==> src/gbsp_pkg.sv <==
// Package for the boot strap and general pin block.
// Assumes a 100 MHz system clock and one synchronous active-high reset.
package gbsp_pkg;
  localparam int CLK_PERIOD_NS = 10;
  localparam int PULLUP_HOLD_NS = 50;
  localparam int PULLUP_HOLD_CYC = (PULLUP_HOLD_NS + CLK_PERIOD_NS - 1) / CLK_PERIOD_NS;
  localparam int RESET_MIN_NS = 1000;
  localparam int RESET_MIN_CYC = (RESET_MIN_NS + CLK_PERIOD_NS - 1) / CLK_PERIOD_NS;
  localparam int NUM_GEN = 7;
  localparam logic STRAP_RESET = 1'b1;
  localparam logic [6:0] EDGE_CAPABLE = 7'h3f;
  localparam logic [6:0] SUPPLY_CAPABLE = 7'h34;

  typedef enum logic [1:0] {
    GBSP_MODE_IN = 2'h0,
    GBSP_MODE_EDGE = 2'h1,
    GBSP_MODE_OUT = 2'h2,
    GBSP_MODE_SUPPLY = 2'h3
  } gbsp_mode_type;

  typedef enum logic [1:0] {
    GBSP_STRAP_GPIO = 2'h0,
    GBSP_STRAP_RX = 2'h1,
    GBSP_STRAP_BANK = 2'h2
  } gbsp_strap_use_type;

  typedef struct packed {
    logic out;
    logic oe;
  } gbsp_drive_type;
endpackage : gbsp_pkg

==> src/gbsp_top.sv <==
// Boot strap pin and general pin logic.
// Assumes the chip reset pin arrives asynchronously and is sampled here.
// Behaviour
// - Pull-up on while chip reset asserted.
// - Pull-up off a few cycles after release.
// - Sample strap level at reset release.
// - Sampled strap held in status bit.
// - After release, strap pin is GPIO, receive or bank line.
// - Strap low selects external program memory.
// - Strap high selects internal ROM.
// - Bank line selects upper half of memory.
// - Lines six to eleven: input, edge, output.
// - Line twelve has no edge interrupt option.
// - Lines eight, ten, eleven switch card supply.
`timescale 1ns/1ps
module gbsp_top #(
  parameter int HOLD_CYC = gbsp_pkg::PULLUP_HOLD_CYC
) (
  input wire logic i_clk,
  input wire logic i_rst,
  input wire logic i_active_low_chip_reset_n,
  input wire logic i_strap_pin,
  input wire gbsp_pkg::gbsp_strap_use_type i_strap_use,
  input wire logic i_strap_gpio_out,
  input wire logic i_strap_gpio_oe,
  input wire logic i_bank_upper,
  input wire logic [6:0] i_gen_pin,
  input wire logic [13:0] i_gen_mode,
  input wire logic [6:0] i_gen_out,
  input wire logic [6:0] i_edge_rise,
  input wire logic [6:0] i_edge_clear,
  output logic o_strap_pullup_en,
  output logic o_strap_out,
  output logic o_strap_oe,
  output logic o_strap_gpio_in,
  output logic o_serial_rx,
  output logic o_boot_memory_select_strap,
  output logic o_external_fetch,
  output logic o_in_chip_reset,
  output logic [6:0] o_gen_out,
  output logic [6:0] o_gen_oe,
  output logic [6:0] o_gen_in,
  output logic [6:0] o_edge_flag,
  output logic [2:0] o_card_supply_switch
);
  logic rst_n_s;
  logic strap_s;
  logic [6:0] gen_s;
  logic rst_n_prev_q;
  logic [6:0] gen_prev_q;
  logic [7:0] hold_q;
  logic release_w;
  gbsp_pkg::gbsp_drive_type strap_drive_d;

  typedef enum logic [2:0] {
    GBSP_BOOT_HELD = 3'h1,
    GBSP_BOOT_SETTLE = 3'h2,
    GBSP_BOOT_RUN = 3'h4
  } gbsp_boot_state_type;

  gbsp_boot_state_type boot_state_q;

  gbsp_sync #(.WIDTH(9)) u_sync (
    .i_clk(i_clk),
    .i_rst(i_rst),
    .i_async({i_active_low_chip_reset_n, i_strap_pin, i_gen_pin}),
    .o_sync({rst_n_s, strap_s, gen_s})
  );
  assign release_w = rst_n_s & ~rst_n_prev_q;

  always_ff @(posedge i_clk) begin
    if (i_rst) begin
      rst_n_prev_q <= 1'b0;
      o_in_chip_reset <= 1'b1;
    end else begin
      rst_n_prev_q <= rst_n_s;
      o_in_chip_reset <= ~rst_n_s;
    end
  end

  // Pull-up stays on a short while after release so the strap level is settled when sampled.
  always_ff @(posedge i_clk) begin
    if (i_rst) begin
      boot_state_q <= GBSP_BOOT_HELD;
      hold_q <= '0;
      o_strap_pullup_en <= 1'b1;
    end else if (!rst_n_s) begin
      boot_state_q <= GBSP_BOOT_HELD;
      hold_q <= 8'(HOLD_CYC);
      o_strap_pullup_en <= 1'b1;
    end else begin
      case (boot_state_q)
        GBSP_BOOT_HELD, GBSP_BOOT_SETTLE: begin
          if (hold_q != 8'h00) begin
            boot_state_q <= GBSP_BOOT_SETTLE;
            hold_q <= hold_q - 8'h01;
            o_strap_pullup_en <= 1'b1;
          end else begin
            boot_state_q <= GBSP_BOOT_RUN;
            o_strap_pullup_en <= 1'b0;
          end
        end
        GBSP_BOOT_RUN: begin
          o_strap_pullup_en <= 1'b0;
        end
        default: begin
          boot_state_q <= GBSP_BOOT_HELD;
          o_strap_pullup_en <= 1'b1;
        end
      endcase
    end
  end

  // Only the release edge and i_rst write the bit, so software cannot alter it.
  always_ff @(posedge i_clk) begin
    if (i_rst) begin
      o_boot_memory_select_strap <= gbsp_pkg::STRAP_RESET;
      o_external_fetch <= 1'b0;
    end else if (release_w) begin
      o_boot_memory_select_strap <= strap_s;
      o_external_fetch <= ~strap_s;
    end
  end

  always_comb begin
    strap_drive_d = '0;
    case (i_strap_use)
      gbsp_pkg::GBSP_STRAP_GPIO: begin
        strap_drive_d.out = i_strap_gpio_out;
        strap_drive_d.oe = i_strap_gpio_oe;
      end
      gbsp_pkg::GBSP_STRAP_BANK: begin
        strap_drive_d.out = i_bank_upper;
        strap_drive_d.oe = 1'b1;
      end
      default: begin
        strap_drive_d = '0;
      end
    endcase
  end

  always_ff @(posedge i_clk) begin
    if (i_rst || !rst_n_s) begin
      o_strap_out <= 1'b0;
      o_strap_oe <= 1'b0;
      o_strap_gpio_in <= 1'b0;
      o_serial_rx <= 1'b1;
    end else begin
      o_strap_gpio_in <= strap_s;
      o_serial_rx <= (i_strap_use == gbsp_pkg::GBSP_STRAP_RX) ? strap_s : 1'b1;
      o_strap_out <= strap_drive_d.out;
      o_strap_oe <= strap_drive_d.oe;
    end
  end

  genvar g;
  generate
    for (g = 0; g < gbsp_pkg::NUM_GEN; g++) begin : gen_line
      gbsp_pkg::gbsp_mode_type mode_w;
      logic can_edge;
      logic can_supply;
      gbsp_pkg::gbsp_drive_type line_drive_d;
      assign mode_w = gbsp_pkg::gbsp_mode_type'(i_gen_mode[2*g+1:2*g]);
      assign can_edge = gbsp_pkg::EDGE_CAPABLE[g];
      assign can_supply = gbsp_pkg::SUPPLY_CAPABLE[g];

      always_ff @(posedge i_clk) begin
        if (i_rst || !rst_n_s) begin
          gen_prev_q[g] <= 1'b0;
          o_gen_in[g] <= 1'b0;
        end else begin
          gen_prev_q[g] <= gen_s[g];
          o_gen_in[g] <= gen_s[g];
        end
      end

      // A new edge beats a clear in the same cycle.
      // The release cycle is skipped, since the line history is stale then.
      always_ff @(posedge i_clk) begin
        if (i_rst || !rst_n_s) begin
          o_edge_flag[g] <= 1'b0;
        end else if (rst_n_prev_q && can_edge && mode_w == gbsp_pkg::GBSP_MODE_EDGE &&
                     (gen_s[g] != gen_prev_q[g]) &&
                     (gen_s[g] == i_edge_rise[g])) begin
          o_edge_flag[g] <= 1'b1;
        end else if (i_edge_clear[g]) begin
          o_edge_flag[g] <= 1'b0;
        end
      end

      always_comb begin
        line_drive_d = '0;
        case (mode_w)
          gbsp_pkg::GBSP_MODE_OUT: begin
            line_drive_d.out = i_gen_out[g];
            line_drive_d.oe = 1'b1;
          end
          gbsp_pkg::GBSP_MODE_SUPPLY: begin
            line_drive_d.out = can_supply;
            line_drive_d.oe = can_supply;
          end
          default: begin
            line_drive_d = '0;
          end
        endcase
      end

      always_ff @(posedge i_clk) begin
        if (i_rst || !rst_n_s) begin
          o_gen_out[g] <= 1'b0;
          o_gen_oe[g] <= 1'b0;
        end else begin
          o_gen_out[g] <= line_drive_d.out;
          o_gen_oe[g] <= line_drive_d.oe;
        end
      end
    end
  endgenerate

  // Card supply switches follow lines eight, ten and eleven in supply mode.
  always_ff @(posedge i_clk) begin
    if (i_rst || !rst_n_s) begin
      o_card_supply_switch <= '0;
    end else begin
      o_card_supply_switch[0] <= (i_gen_mode[5:4] == 2'h3);
      o_card_supply_switch[1] <= (i_gen_mode[9:8] == 2'h3);
      o_card_supply_switch[2] <= (i_gen_mode[11:10] == 2'h3);
    end
  end
endmodule : gbsp_top

==> src/gbsp_sync.sv <==
// Three-stage input synchroniser with agreement filter.
// Assumes the input is asynchronous to i_clk.
`timescale 1ns/1ps
module gbsp_sync #(
  parameter int WIDTH = 1
) (
  input wire logic i_clk,
  input wire logic i_rst,
  input wire logic [WIDTH-1:0] i_async,
  output logic [WIDTH-1:0] o_sync
);
  logic [WIDTH-1:0] s1_q;
  logic [WIDTH-1:0] s2_q;
  logic [WIDTH-1:0] s3_q;

  always_ff @(posedge i_clk) begin
    if (i_rst) begin
      s1_q <= '0;
      s2_q <= '0;
      s3_q <= '0;
      o_sync <= '0;
    end else begin
      s1_q <= i_async;
      s2_q <= s1_q;
      s3_q <= s2_q;
      // A change counts only once two settled stages agree.
      for (int i = 0; i < WIDTH; i++) begin
        if (s2_q[i] == s3_q[i]) begin
          o_sync[i] <= s3_q[i];
        end
      end
    end
  end
endmodule : gbsp_sync

==> config.mk <==
export PLATFORM = sky130hd
export DESIGN_NAME = gbsp_top
export DESIGN_NICKNAME = d
export VERILOG_FILES = /design/src/gbsp_pkg.sv /design/src/gbsp_top.sv /design/src/gbsp_sync.sv
export SDC_FILE = /design/constraint.sdc
export NUM_CORES = 1
export LEC_CHECK = 0
export BUFFER_PORTS_ARGS = -buffer_cell sky130_fd_sc_hd__buf_2
export CORE_UTILIZATION = 50
export DETAILED_ROUTE_END_ITERATION = 10
export PLACE_DENSITY = 0.79
export SYNTH_ARGS = -nofsm -noshare
export SYNTH_HDL_FRONTEND = slang
export SYNTH_SLANG_ARGS = --single-unit
==> constraint.sdc <==
create_clock -name i_clk -period 3.6 [get_ports i_clk]
set_input_delay 0.36 -clock i_clk [delete_from_list [all_inputs] [get_ports i_clk]]
set_output_delay 0.36 -clock i_clk [all_outputs]
set_load 0.01 [all_outputs]
==> results.cfg <==
[run_status]
outcome = complete, no violations

[final_layout]
finalNonFillerCells = 433
syn2layout_area_growth_pct = 23.5
fill_cells = 447
final_layout_size_suffix_gt1_share_pct = 29.6
antennaDiodeCount = 0
nets = 412

[clock_network]
clock-sinks = 86
tritoncts = built
cts-root-buf = clkbuf_8
clkTransAtPathRegs_ps = 80
post_cts_resized = 0
hold_buffers = 0
clock_path_buffers = 2
htree_levels = 3
cts_setup_buffers = 0
cts_buffers = 9
clock_latency_ps = 340

[pwr]
ir_worst_vdd_mv = 0.366
p_per_area_mw_per_mm2 = 473
p_leak_nw = 1.51

[placed_design]
post-place-ws_ps = 1800
placed_cells = 420
place_congestion = 0.728
hpwlAfterDp_um = 3450
port_buffers = 86

[hold_path]
holdPathStages = 2
hp-start = i_gen_mode[12]
hp-class = input port to flip-flop
whs_endpoint = o_gen_oe[6]

[setup_path]
reg2regPathDepth = 6
start_kind = flip-flop
ff2ff_setup_slack_ps = 1820
arrival_ps = 1970
critPathMaxStageDelay_ps = 520
critPathRequiredTime_ps = 3790
r2r_end = hold_q[0]
cpMaxStageDelayCell = a211oi_2
crit_fanout = 8
crit_type = flip-flop to flip-flop
critPathCaptureType = flip-flop
rr_startpoint = hold_q[0]
path_cells = inv_1, ha_1, nor4b_4, a211oi_2, xnor2_1, a21oi_1

[sta]
skew_ps = 8.07
setup_viol = 0
period_minus_slack_ps = 1780
tightest_slew_ps = 644
setup_tns_ps = 0
fmax_mhz = 561
slew_headroom_pct = 57.1
period_share_pct = 49.5
fin_ws_ps = 1820
hold_violations = 0
drv_slew = 0
rsz0062_at_grt = no

[synthesis]
ys_ff_latch = 86
synth_cells = 269
syn_area_per_cell_um2 = 10.6
syn_area_mm2 = 0.00285
synth.distinct_cells = 37
synth_seq_area_share_pct = 60.4
synth.yosys.warnings = 0
synthesis.nets = 322

[die]
io_pins = 90
fp.dieH_um = 77.5
die-area_mm2 = 0.00601
initial_core_util_pct = 51.8
die_x_um = 77.5
coreArea_mm2 = 0.00551
row_count = 27

[flow_run]
max-cap-violations = 0

[route]
dr.first_iter.drc_count = 94
firstDrtPassIters = 4
avgViaCountPerCell = 4.74
drc = 0
num_vias = 2051
postRouteAntennaNets = 0
wl_um = 4900
wl_per_cell_um = 11.3

[global_route]
grt_max_degree = 41
track_usage_pct = 17.2
overflow = 0
grt_pass1_wl_um = 7930
antenna_found_initial = 0
grt_pass1_vias = 1866
## power by group
| group | switching (mW) | leakage [nW] | internal (mW) |
|---|---|---|---|
| Clock | 0.297 | 0.0911 | 0.328 |
| Combinational | 0.0301 | 0.725 | 0.0388 |
| Sequential | 0.00611 | 0.698 | 0.965 |
| Total | 0.333 | 1.51 | 1.33 |
## layout by cell type, fill, tap and decap left out, types with 3 or more instances in the layout
master / count
nand4b_1: 6
nor2b_1: 29
o22ai_1: 6
nand2b_1: 12
o21ai_0: 11
clkbuf_8: 10
nor3b_1: 5
xnor2_1: 3
nand2_1: 16
a21oi_1: 22
dfxtp_1: 86
nor3_1: 4
o21a_1: 4
buf_2: 86
and3_1: 3
inv_1: 6
and2_1: 16
nor2_1: 10
nand3_1: 3
## registers in the layout, summed over array words and instances (netlist names), 3 cells and up
register              count
u_sync.s1_q               9
u_sync.s2_q               9
o_gen_out                 7
o_card_supply_switch      3
gen_prev_q                6
u_sync.o_sync             9
hold_q                    8
u_sync.s3_q               9
boot_state_q              3
o_gen_oe                  7
o_edge_flag               6
## how the worst max path moves through the flow
stage                     end       from
finish              hold_q[0]  hold_q[0]
global placement    hold_q[7]      i_rst
CTS                 hold_q[0]  hold_q[0]
detailed placement  hold_q[7]      i_rst
floorplan           hold_q[2]  hold_q[0]
global route        hold_q[1]  hold_q[0]
## logic make-up after synthesis
group	count (synthesis)	share of synthesized area, %
and+or+nand+nor	110	23.7
DFF	86	60.4
AOI/OAI and AO/OA	50	11.0
buffers and inverters	15	2.11
xor gates and xnor gates	4	1.49
adders and majority gates	2	0.877
other	1	0.132
muxes	1	0.351
## worst max-delay path: cells and delay by family, from the launching register on
| kind | cells | cell delay (ps) |
|---|---|---|
| adders and majority gates | 1 | 210 |
| xor gates and xnor gates | 1 | 200 |
| AOI/OAI and AO/OA | 2 | 610 |
| DFF | 1 | 390 |
| buffers and inverters | 1 | 80 |
| and+or+nand+nor | 1 | 160 |
## layout make-up
cell class                      count  area (um^2)  area share, %
Clock buffer                       11          141           4.01
Clock inverter                      2         35.0          0.995
Inverter                            7         26.3          0.746
Tap cell                           72         90.1           2.56
Timing Repair Buffer               87          438           12.4
Multi-Input combinational cell    168         1070           30.4
Sequential cell                    86         1720           48.9
## synthesized netlist by cell type
cell type	number	area (um^2)
dfxtp_1	86	1720
nor2b_1	29	181
a21oi_1	22	110
and2_1	16	100
nand2_1	16	60.1
nand2b_1	12	75.1
o21ai_0	11	55.1
nor2_1	10	37.5
clkbuf_1	6	22.5
inv_1	6	22.5
nand4b_1	6	52.6
o22ai_1	6	37.5
nor3b_1	5	37.5
nor3_1	4	20.0
o21a_1	4	30.0
and3_1	3	18.8
nand3_1	3	15.0
xnor2_1	3	26.3
a21o_1	2	15.0
ha_1	2	25.0
a2111oi_4	1	27.5
a211oi_1	1	7.51
a211oi_2	1	12.5
a21bo_2	1	10.0
a31o_1	1	8.76
buf_1	1	3.75
buf_4	1	7.51
conb_1	1	3.75
inv_2	1	3.75
mux2i_1	1	10.0
nand3b_1	1	7.51
nor4_4	1	21.3
nor4b_4	1	23.8
or2_1	1	6.26
or3_1	1	6.26
or3_4	1	11.3
xnor2_2	1	16.3
## per-layer routing
layer	GRT usage, %	up-vias	routed length [um]
met5	0	-	0
met4	11.3	0	105
met3	3.88	8	170
met2	29.2	37	2480
met1	19.1	928	2140
li1	-	1078	-
## stage by stage
stage | power, mW | utilization [%] | cell area [um^2] | hold WS (ps)
after floorplan | 1.03 | - | 2850 | 414
after global placement | 1.06 | 60.8 | 3350 | 417
after detailed placement | 1.06 | 60.8 | 3350 | 423
after CTS | 1.68 | 64.0 | 3520 | 166
after global routing | 1.73 | 64.0 | 3520 | 169
final | 1.66 | 64.0 | 3520 | 178
Note: power is estimated with default switching activity, not from simulation.
